<file path="src/hw/swk_regs.vh">
`ifndef WAKE_CONFIG_REGS_VH
`define WAKE_CONFIG_REGS_VH

// ==========================================================
// Register addresses on the 7-bit register port
// ==========================================================
`define ADDR_SELECTIVE_WAKE_CONTROL 7'h20
`define ADDR_BIT_TIME_QUANTA_COUNT 7'h21
`define ADDR_SAMPLING_POINT_POSITION 7'h22
`define ADDR_WAKE_IDENTIFIER_BYTE3 7'h23
`define ADDR_WAKE_IDENTIFIER_BYTE2 7'h24
`define ADDR_WAKE_IDENTIFIER_BYTE1 7'h25
`define ADDR_WAKE_IDENTIFIER_LOW_FLAGS 7'h26
`define ADDR_WAKE_IDENTIFIER_MASK_BYTE3 7'h27
`define ADDR_CLOCK_RECOVERY_CONTROL2 7'h3e
`define ADDR_WAKE_RECEIVER_OPTION 7'h3f

// ==========================================================
// Reset values (power-on and soft reset)
// ==========================================================
`define RST_SELECTIVE_WAKE_CONTROL 8'h00
`define RST_BIT_TIME_QUANTA_COUNT 8'ha0
`define RST_SAMPLING_POINT_POSITION 8'h33
`define RST_SAMPLE_POINT_FIELD 6'h33
`define RST_IDENTIFIER 8'h00
`define RST_MASK 8'h00
`define RST_CLOCK_RECOVERY_CONTROL2 8'h00
`define RST_WAKE_RECEIVER_OPTION 8'h00

// ==========================================================
// Field positions
// ==========================================================
`define BIT_OSC_CALIBRATION_ENABLE 7
`define BIT_UNLOCK_HI 6
`define BIT_UNLOCK_LO 5
`define BIT_TIMEOUT_IRQ_ENABLE 4
`define BIT_CONFIG_VALID 0
`define UNLOCK_CODE 2'h3
`define MASK_CTRL_READ 8'hf1
`define MASK_SAMPLE_READ 8'h3f
`define MASK_LOW_FLAGS_READ 8'h7f
`define MASK_CDR2_READ 8'h03
`define MASK_OPTION_READ 8'h01
`define MASK_RESTART_KEEP 8'hf0
`define BIT_RTR 1
`define BIT_IDE 0

// ==========================================================
// Timing
// ==========================================================
`define SAMPLE_FRACTION_SHIFT 6
`define TRIM_COUNT_WIDTH 16

`endif

</file>
<file path="src/hw/osc_trim_sync.v">
`timescale 1ns/1ns
`include "swk_regs.vh"

// ==========================================================
// Oscillator trim reference: period of the transmit pin
// ==========================================================
module osc_trim_sync #(
  parameter W = `TRIM_COUNT_WIDTH
) (
  input wire clk,
  input wire rst,
  input wire trim_run,
  input wire transmit_data_pin,
  output reg [W-1:0] trim_period,
  output reg trim_update,
  output reg cal_active
);

  reg txd_last;
  reg seen_edge;
  reg [W-1:0] period_count;
  wire rise;

  assign rise = transmit_data_pin & ~txd_last;

  // Count clocks between rising edges of the reference pin
  always @(posedge clk) begin
    if (rst) begin
      txd_last <= 1'b1; // Pin idles high, so no false edge after reset
      seen_edge <= 1'b0;
      period_count <= {W{1'b0}};
      trim_period <= {W{1'b0}};
      trim_update <= 1'b0;
      cal_active <= 1'b0;
    end else begin
      txd_last <= transmit_data_pin;
      cal_active <= trim_run;
      trim_update <= 1'b0;
      if (!trim_run) begin
        // First period after enable is partial, so it is thrown away
        seen_edge <= 1'b0;
        period_count <= {W{1'b0}};
      end else if (rise) begin
        seen_edge <= 1'b1;
        period_count <= {{(W-1){1'b0}}, 1'b1};
        if (seen_edge) begin
          trim_period <= period_count;
          trim_update <= 1'b1;
        end
      end else if (period_count != {W{1'b1}}) begin
        period_count <= period_count + {{(W-1){1'b0}}, 1'b1}; // Saturates on a stuck pin
      end
    end
  end

endmodule

</file>
<file path="src/hw/bit_sample_timer.v">
`timescale 1ns/1ns
`include "swk_regs.vh"

// ==========================================================
// Time quantum prescaler and bit sample position
// ==========================================================
module bit_sample_timer (
  input wire clk,
  input wire rst,
  input wire run,
  input wire [1:0] quanta_clock_select,
  input wire [7:0] quanta_per_bit,
  input wire [5:0] sample_point_fraction,
  output reg sample_strobe,
  output reg bit_strobe
);

  reg [2:0] prescale;
  reg [7:0] quanta;
  reg [2:0] next_prescale;
  wire [13:0] product;
  wire [7:0] sample_quantum;
  wire quantum_tick;

  // Quantum length is 2^select clocks
  assign quantum_tick = (prescale == ((3'h1 << quanta_clock_select) - 3'h1));
  assign product = quanta_per_bit * sample_point_fraction;
  assign sample_quantum = product[13:6];

  always @* begin
    next_prescale = quantum_tick ? 3'h0 : prescale + 3'h1;
  end

  // Quantum counter within one bit time
  always @(posedge clk) begin
    if (rst || !run) begin
      prescale <= 3'h0;
      quanta <= 8'h00;
      sample_strobe <= 1'b0;
      bit_strobe <= 1'b0;
    end else begin
      prescale <= next_prescale;
      sample_strobe <= 1'b0;
      bit_strobe <= 1'b0;
      if (quantum_tick) begin
        sample_strobe <= (quanta == sample_quantum);
        // A zero count would never wrap, so treat it as one quantum
        if (quanta + 8'h01 >= quanta_per_bit) begin
          quanta <= 8'h00;
          bit_strobe <= 1'b1;
        end else begin
          quanta <= quanta + 8'h01;
        end
      end
    end
  end

endmodule

</file>
<file path="src/hw/can_selective_wake_config.v">
// Operation
// - Calibration bit 7 enables oscillator calibration
// - Only unlock code 11 unlocks recalibration
// - Transmit pin is the trim reference
// - Option register writable only when unlocked
// - Bit 4 gates time-out onto interrupt
// - Time-out flag sets only with wake enabled
// - Selective wake enabled only while valid set
// - Valid cleared on wake, reset, changes
// - Stop-mode config write clears valid bit
// - Reserved bits always read zero
// - Quanta count byte, default a0
// - Quantum length follows quanta clock select
// - Six-bit sample point, default 33
// - Identifier spread over four registers
// - Standard identifier uses bits 28..18
// - Bit 1 holds expected RTR
// - Bit 0 selects identifier length
// - Mask one compares, zero ignores bit
// - Restart keeps upper nibble of control
`timescale 1ns/1ns
`include "swk_regs.vh"

module can_selective_wake_config #(
  parameter TRIM_WIDTH = `TRIM_COUNT_WIDTH
) (
  input wire CLK,
  input wire RST,
  input wire SOFT_RESET,
  input wire RESTART,
  input wire MODE_NORMAL,
  input wire MODE_STOP,
  input wire WAKE_EVENT,
  input wire CAN_CONFIG_WRITE,
  input wire [6:0] REG_ADDR,
  input wire REG_WR,
  input wire REG_RD,
  input wire [7:0] REG_WDATA,
  output reg [7:0] REG_RDATA,
  output reg REG_RVALID,
  input wire BUS_TIMEOUT_EVENT,
  input wire BUS_TIMEOUT_CLEAR,
  output reg BUS_TIMEOUT_FLAG,
  output reg INT_PULSE,
  output reg SELECTIVE_WAKE_EN,
  output reg ALT_RECEIVER_EN,
  input wire TRANSMIT_DATA_PIN,
  output wire CAL_ACTIVE,
  output wire [TRIM_WIDTH-1:0] TRIM_PERIOD,
  output wire TRIM_UPDATE,
  output wire SAMPLE_STROBE,
  output wire BIT_STROBE,
  input wire RX_FRAME_VALID,
  input wire [28:0] RX_IDENTIFIER,
  input wire RX_RTR,
  input wire RX_IDE,
  output reg WAKE_FRAME_MATCH
);

  // ========================================================
  // Register storage
  // ========================================================
  reg [7:0] selective_wake_control;
  reg [7:0] bit_time_quanta_count;
  reg [5:0] sample_point_fraction;
  reg [7:0] identifier_high_byte;
  reg [7:0] identifier_mid_byte;
  reg [7:0] identifier_low_byte;
  reg [4:0] identifier_lowest_bits;
  reg expected_rtr;
  reg extended_length;
  reg [7:0] identifier_mask_high_byte;
  reg [1:0] quanta_clock_select;
  reg wake_receiver_option;

  wire osc_calibration_enable;
  wire calibration_unlocked;
  wire timeout_irq_enable;
  wire wake_config_valid;
  wire any_reset;
  wire wr_ctrl;
  wire wr_data_cfg;
  wire wr_option;
  wire config_change;
  wire selective_wake_on;
  wire [28:0] wake_identifier;

  assign any_reset = RST | SOFT_RESET;
  assign osc_calibration_enable = selective_wake_control[`BIT_OSC_CALIBRATION_ENABLE];
  assign timeout_irq_enable = selective_wake_control[`BIT_TIMEOUT_IRQ_ENABLE];
  assign wake_config_valid = selective_wake_control[`BIT_CONFIG_VALID];
  assign wake_identifier = {identifier_high_byte, identifier_mid_byte,
                            identifier_low_byte, identifier_lowest_bits};

  // Only the full code unlocks; the three other codes stay locked
  assign calibration_unlocked =
    (selective_wake_control[`BIT_UNLOCK_HI:`BIT_UNLOCK_LO] == `UNLOCK_CODE);

  // ========================================================
  // Address decode
  // ========================================================
  function is_data_config;
    input [6:0] addr;
    begin
      is_data_config = (addr >= `ADDR_BIT_TIME_QUANTA_COUNT) &&
                       (addr <= `ADDR_WAKE_IDENTIFIER_MASK_BYTE3) ||
                       (addr == `ADDR_CLOCK_RECOVERY_CONTROL2);
    end
  endfunction

  // Masked compare: a one in the mask means the bit counts
  function masked_equal;
    input [7:0] a;
    input [7:0] b;
    input [7:0] mask;
    begin
      masked_equal = (((a ^ b) & mask) == 8'h00);
    end
  endfunction

  assign wr_ctrl = REG_WR && (REG_ADDR == `ADDR_SELECTIVE_WAKE_CONTROL);
  assign wr_data_cfg = REG_WR && is_data_config(REG_ADDR);
  // Option writes are dropped silently while locked
  assign wr_option = REG_WR && (REG_ADDR == `ADDR_WAKE_RECEIVER_OPTION) && calibration_unlocked;

  // Any change of wake configuration data invalidates it
  assign config_change = wr_data_cfg || wr_option;

  // ========================================================
  // Control register
  // ========================================================
  always @(posedge CLK) begin
    if (any_reset) begin
      selective_wake_control <= `RST_SELECTIVE_WAKE_CONTROL;
    end else if (RESTART) begin
      selective_wake_control <= selective_wake_control & `MASK_RESTART_KEEP;
    end else begin
      if (wr_ctrl) begin
        selective_wake_control <= REG_WDATA & `MASK_CTRL_READ;
      end
      // Hardware clear beats the software set in the same cycle
      if (WAKE_EVENT || config_change) begin
        selective_wake_control[`BIT_CONFIG_VALID] <= 1'b0;
      end
      if (MODE_STOP && (wr_ctrl || wr_data_cfg || wr_option || CAN_CONFIG_WRITE)) begin
        selective_wake_control[`BIT_CONFIG_VALID] <= 1'b0;
      end
    end
  end

  // ========================================================
  // Timing and identifier registers
  // ========================================================
  // Restart leaves these untouched; only power-on and soft reset load defaults
  always @(posedge CLK) begin
    if (any_reset) begin
      bit_time_quanta_count <= `RST_BIT_TIME_QUANTA_COUNT;
      sample_point_fraction <= `RST_SAMPLE_POINT_FIELD;
      identifier_high_byte <= `RST_IDENTIFIER;
      identifier_mid_byte <= `RST_IDENTIFIER;
      identifier_low_byte <= `RST_IDENTIFIER;
      identifier_lowest_bits <= 5'h00;
      expected_rtr <= 1'b0;
      extended_length <= 1'b0;
      identifier_mask_high_byte <= `RST_MASK;
      quanta_clock_select <= 2'h0;
    end else if (REG_WR) begin
      case (REG_ADDR)
        `ADDR_BIT_TIME_QUANTA_COUNT: begin
          bit_time_quanta_count <= REG_WDATA;
        end
        `ADDR_SAMPLING_POINT_POSITION: begin
          sample_point_fraction <= REG_WDATA[5:0];
        end
        `ADDR_WAKE_IDENTIFIER_BYTE3: begin
          identifier_high_byte <= REG_WDATA;
        end
        `ADDR_WAKE_IDENTIFIER_BYTE2: begin
          identifier_mid_byte <= REG_WDATA;
        end
        `ADDR_WAKE_IDENTIFIER_BYTE1: begin
          identifier_low_byte <= REG_WDATA;
        end
        `ADDR_WAKE_IDENTIFIER_LOW_FLAGS: begin
          identifier_lowest_bits <= REG_WDATA[6:2];
          expected_rtr <= REG_WDATA[`BIT_RTR];
          extended_length <= REG_WDATA[`BIT_IDE];
        end
        `ADDR_WAKE_IDENTIFIER_MASK_BYTE3: begin
          identifier_mask_high_byte <= REG_WDATA;
        end
        `ADDR_CLOCK_RECOVERY_CONTROL2: begin
          quanta_clock_select <= REG_WDATA[1:0];
        end
        default: begin
          quanta_clock_select <= quanta_clock_select;
        end
      endcase
    end
  end

  // Option register: alternate low-power receiver
  always @(posedge CLK) begin
    if (any_reset) begin
      wake_receiver_option <= 1'b0;
    end else if (wr_option) begin
      wake_receiver_option <= REG_WDATA[0];
    end
  end

  // ========================================================
  // Read port
  // ========================================================
  // Read data is registered; unmapped addresses return zero
  always @(posedge CLK) begin
    if (RST) begin
      REG_RDATA <= 8'h00;
      REG_RVALID <= 1'b0;
    end else begin
      REG_RVALID <= REG_RD;
      if (REG_RD) begin
        case (REG_ADDR)
          `ADDR_SELECTIVE_WAKE_CONTROL: begin
            REG_RDATA <= selective_wake_control & `MASK_CTRL_READ;
          end
          `ADDR_BIT_TIME_QUANTA_COUNT: begin
            REG_RDATA <= bit_time_quanta_count;
          end
          `ADDR_SAMPLING_POINT_POSITION: begin
            REG_RDATA <= {2'b00, sample_point_fraction};
          end
          `ADDR_WAKE_IDENTIFIER_BYTE3: begin
            REG_RDATA <= identifier_high_byte;
          end
          `ADDR_WAKE_IDENTIFIER_BYTE2: begin
            REG_RDATA <= identifier_mid_byte;
          end
          `ADDR_WAKE_IDENTIFIER_BYTE1: begin
            REG_RDATA <= identifier_low_byte;
          end
          `ADDR_WAKE_IDENTIFIER_LOW_FLAGS: begin
            REG_RDATA <= {1'b0, identifier_lowest_bits, expected_rtr, extended_length};
          end
          `ADDR_WAKE_IDENTIFIER_MASK_BYTE3: begin
            REG_RDATA <= identifier_mask_high_byte;
          end
          `ADDR_CLOCK_RECOVERY_CONTROL2: begin
            REG_RDATA <= {6'h00, quanta_clock_select};
          end
          `ADDR_WAKE_RECEIVER_OPTION: begin
            REG_RDATA <= {7'h00, wake_receiver_option};
          end
          default: begin
            REG_RDATA <= 8'h00;
          end
        endcase
      end
    end
  end

  // ========================================================
  // Selective wake enable, time-out flag and interrupt
  // ========================================================
  assign selective_wake_on = wake_config_valid && (MODE_NORMAL || MODE_STOP);

  always @(posedge CLK) begin
    if (any_reset) begin
      SELECTIVE_WAKE_EN <= 1'b0;
      ALT_RECEIVER_EN <= 1'b0;
      BUS_TIMEOUT_FLAG <= 1'b0;
      INT_PULSE <= 1'b0;
    end else begin
      SELECTIVE_WAKE_EN <= selective_wake_on;
      ALT_RECEIVER_EN <= wake_receiver_option;
      // Flag sets only while selective wake is on, where a new event beats a clear; a clear works in any mode
      if (selective_wake_on && BUS_TIMEOUT_EVENT) begin
        BUS_TIMEOUT_FLAG <= 1'b1;
      end else if (BUS_TIMEOUT_CLEAR) begin
        BUS_TIMEOUT_FLAG <= 1'b0;
      end
      INT_PULSE <= selective_wake_on && BUS_TIMEOUT_EVENT && timeout_irq_enable;
    end
  end

  // ========================================================
  // Wake frame identifier compare
  // ========================================================
  // Only the top byte has a mask here; lower bits compare exactly
  always @(posedge CLK) begin
    if (any_reset) begin
      WAKE_FRAME_MATCH <= 1'b0;
    end else begin
      WAKE_FRAME_MATCH <= 1'b0;
      if (RX_FRAME_VALID && SELECTIVE_WAKE_EN) begin
        if (RX_IDE != extended_length || RX_RTR != expected_rtr) begin
          WAKE_FRAME_MATCH <= 1'b0;
        end else if (!extended_length) begin
          // Standard identifiers sit in the top eleven bits
          WAKE_FRAME_MATCH <= masked_equal(RX_IDENTIFIER[28:21], wake_identifier[28:21],
                                           identifier_mask_high_byte) &&
                              (RX_IDENTIFIER[20:18] == wake_identifier[20:18]);
        end else begin
          WAKE_FRAME_MATCH <= masked_equal(RX_IDENTIFIER[28:21], wake_identifier[28:21],
                                           identifier_mask_high_byte) &&
                              (RX_IDENTIFIER[20:0] == wake_identifier[20:0]);
        end
      end
    end
  end

  // ========================================================
  // Oscillator calibration and bit timing
  // ========================================================
  osc_trim_sync #(
    .W(TRIM_WIDTH)
  ) u_trim (
    .clk(CLK),
    .rst(any_reset),
    .trim_run(osc_calibration_enable && calibration_unlocked),
    .transmit_data_pin(TRANSMIT_DATA_PIN),
    .trim_period(TRIM_PERIOD),
    .trim_update(TRIM_UPDATE),
    .cal_active(CAL_ACTIVE)
  );

  bit_sample_timer u_timer (
    .clk(CLK),
    .rst(any_reset),
    .run(SELECTIVE_WAKE_EN),
    .quanta_clock_select(quanta_clock_select),
    .quanta_per_bit(bit_time_quanta_count),
    .sample_point_fraction(sample_point_fraction),
    .sample_strobe(SAMPLE_STROBE),
    .bit_strobe(BIT_STROBE)
  );

endmodule

</file>
<file path="config.mk">
export PLATFORM = sky130hd
export DESIGN_NAME = can_selective_wake_config
export DESIGN_NICKNAME = d
export VERILOG_FILES = /design/src/hw/osc_trim_sync.v /design/src/hw/bit_sample_timer.v /design/src/hw/can_selective_wake_config.v
export VERILOG_INCLUDE_DIRS = /design/src /design/src/hw
export SDC_FILE = /design/constraint.sdc
export NUM_CORES = 1
export LEC_CHECK = 0
export BUFFER_PORTS_ARGS = -buffer_cell sky130_fd_sc_hd__clkbuf_2
export CORE_UTILIZATION = 45
export DETAILED_ROUTE_END_ITERATION = 16
export PLACE_DENSITY = 0.77
export SETUP_SLACK_MARGIN = 0.05
export SYNTH_ARGS = -nofsm -noshare
export SYNTH_HDL_FRONTEND = slang
export SYNTH_SLANG_ARGS = --single-unit
</file>
<file path="constraint.sdc">
create_clock -name CLK -period 9.4 [get_ports CLK]
set_input_delay 1.88 -clock CLK [delete_from_list [all_inputs] [get_ports CLK]]
set_output_delay 1.88 -clock CLK [all_outputs]
set_load 0.02 [all_outputs]
</file>
==> metrics.txt <==
main combinational cell family by area after synthesis simple AND/OR/NAND/NOR gates; fraction of synthesized cell area taken by the top area cell type 0.339; setup_tns 0 ns; Crit. End Element flip-flop; Placed Instance Area 7900 um^2; Post-DRT Antenna Nets 0; RSZ-0062 raised after global routing no; Skew-Pair Late Insertion Delay 0.42 ns; critical path class reg2reg; via density per instance 5.38; Post-Syn Nets 926; multiplexer area fraction after synthesis 0.142; final instance area 8490 um^2; register area 2480 um^2; FF+latch count, synth 124; Async S/R FF share, synth 0; DR DRC count 0; count of cell types in the netlist 65; Util after Layout 0.534; First DRT Iteration DRCs 465; Worst Skew 0.00554 ns; Compound-Gate Fraction of Synth Area 0.0778; Synth Flop Type dfxtp_1; TritonCTS buffer count 17; Syn Area/Cell 9.01 um^2; outcome finished clean; Synth Area in Simple Gates 0.214; pwr dens 146 nW/um^2; Peak Freq 0.234 GHz; final max-slew violation count 0; min-delay worst type reg2reg; initial antenna violation count 0; TritonCTS Sinks 124; CTS Buffer Depth 2; Post-CTS Setup Repair Bufs 0; worst path required time 9.72 ns; fillers 1,474; worst-margin pin slew 1.10 ns; port bufs 93; Synth Area in Adders 0.117; total of max-cap violations 0; most frequent cells in the layout dfxtp_1, nor2_1, clkbuf_2, mux2i_1, nand2_1; clock-pin slew on the worst setup and hold paths 0.06 ns; diode count 0; Post-synth EDFFs 0; Die Ht 130 um; VDD IR max 116 uV; die width 130 um; area of the multi-input gates 4540 um^2; post_cts resized 0; Layout area overhead 16.0%; CTS tree yes; Final Wtd Congestion 0.854; WL final 18,100 um; most common cell after layout, fill and taps aside dfxtp_1; largest net degree at the start of global routing 74; via count 5,996; Final setup viols 0; Detail Placement HPWL 13,200 um; gr ovfl total 0; first-pass GRT wire length 29,600 um; layout cell share with drive strength beyond 1 0.175; H-Tree Depth 4; Pre-antenna DRT Iters 5; hold_buf cts 0; Cell Rows 46; Initial Util 0.461; total core area 15,900 um^2; CTS Root Buffer Type clkbuf_16; xor and xnor area share after synthesis 0.0682; routed length per instance 16.3 um; DIE AREA 16,800 um^2; Synth area leader dfxtp_1; Max-slew headroom 0.268; vias in the first global route 5,826; fin nets 999; Ys Warns 0; leak pwr 0.00344 uW; top cells by area, synth dfxtp_1, mux2i_1, fa_1, nor2_1, ha_1; CP Launch Type flip-flop; Total GRT Usage 0.229; Arrival @ worst endpoint 4.60 ns; Netlist Area Pre-Place 7320 um^2; Top Ports 94; fin crit period 4.28 ns; sequential area share after synthesis 0.339; Design Power 1240 uW; Cells after Synth 812; Fin. Hold Viols 0; critical path fanouts, max 10; period utilization 0.455
cell families (layout without fill, tap and decap cells):
family	count (synthesis)	count (layout)
and+or+nand+nor	315	315
DFF	124	124
muxes	97	97
AOI/OAI and AO/OA	89	89
buffers and inverters	76	162
xor gates and xnor gates	57	57
adders and majority gates	54	54
sequential cells by signal, summed over array words and instances, names as in the netlist, 5 cells and up:
signal / cells
REG_RDATA: 8
bit_time_quanta_count: 8
identifier_high_byte: 8
identifier_low_byte: 8
identifier_lowest_bits: 5
identifier_mask_high_byte: 8
identifier_mid_byte: 8
sample_point_fraction: 6
selective_wake_control: 5
u_timer.quanta: 8
u_trim.period_count: 16
u_trim.trim_period: 16
worst max-delay path, cell delays in order (launching register included):
cell,delay (ns)
dfxtp_1,0.52
nand2_1,0.15
fa_1,0.51
fa_1,0.52
fa_1,0.54
inv_1,0.04
ha_1,0.34
nand3_1,0.12
nor4_1,0.40
nor2_1,0.16
o21ai_0,0.22
mux2_2,0.35
nor4b_1,0.29
final cells by class:
type / count / area share
multi-input combinational: 612 / 0.534
tap: 216 / 0.0318
inverter: 35 / 0.0155
timing repair buffer: 95 / 0.0566
clock inverter: 13 / 0.0162
clock buffer: 19 / 0.0533
sequential: 124 / 0.292
final timing paths:
path / from / to / slack [ns] / cells past startpoint
worst max-delay path: sample_point_fraction[4] / u_timer.sample_strobe / 5.12 / 12
worst max register to register: sample_point_fraction[4] / u_timer.sample_strobe / 5.12 / 12
worst min register to register: REG_RDATA[0] / REG_RDATA[0] / 0.47 / 2
worst min-delay path: REG_RDATA[0] / REG_RDATA[0] / 0.47 / 2
where the power goes:
group,switching [uW],leakage (uW),internal (uW)
clock network,251,0.000286,405
logic,36.5,0.00215,21.0
registers,0.477,0.000999,526
per-stage QoR:
| step | hold slack (ns) | instances | worst slack [ns] |
|---|---|---|---|
| 6_report | 0.468 | 1114 | 5.12 |
| 5_1_grt | 0.494 | 1114 | 4.89 |
| 4_1_cts | 0.467 | 1114 | 5.13 |
| 3_5_place_dp | 0.451 | 1082 | 5.13 |
| 3_3_place_gp | 0.444 | 1082 | 5.33 |
| 2_1_floorplan | 0.434 | 812 | 5.44 |
per-layer routing:
| layer | vias to the layer above | track usage | part of all wire |
|---|---|---|---|
| met5 | - | 0 | 0 |
| met4 | 0 | 0.0876 | 0.024 |
| met3 | 39 | 0.0479 | 0.047 |
| met2 | 180 | 0.381 | 0.48 |
| met1 | 2841 | 0.292 | 0.45 |
| li1 | 2936 | - | - |
synthesized netlist by cell type, types with 7 or more instances:
cell type	number
ha_1	30
buf_2	7
dfxtp_1	124
and2_1	21
inv_1	35
nand4_1	10
nand2_1	76
nor2b_1	9
clkbuf_1	32
mux2i_1	86
o21ai_0	23
a22oi_1	7
a21oi_1	22
xnor2_1	28
fa_1	24
o211ai_1	12
nor3_1	9
xor2_1	29
nor2_1	109
and3_1	11
nand3_1	29
(Power assumes the default switching activity.)
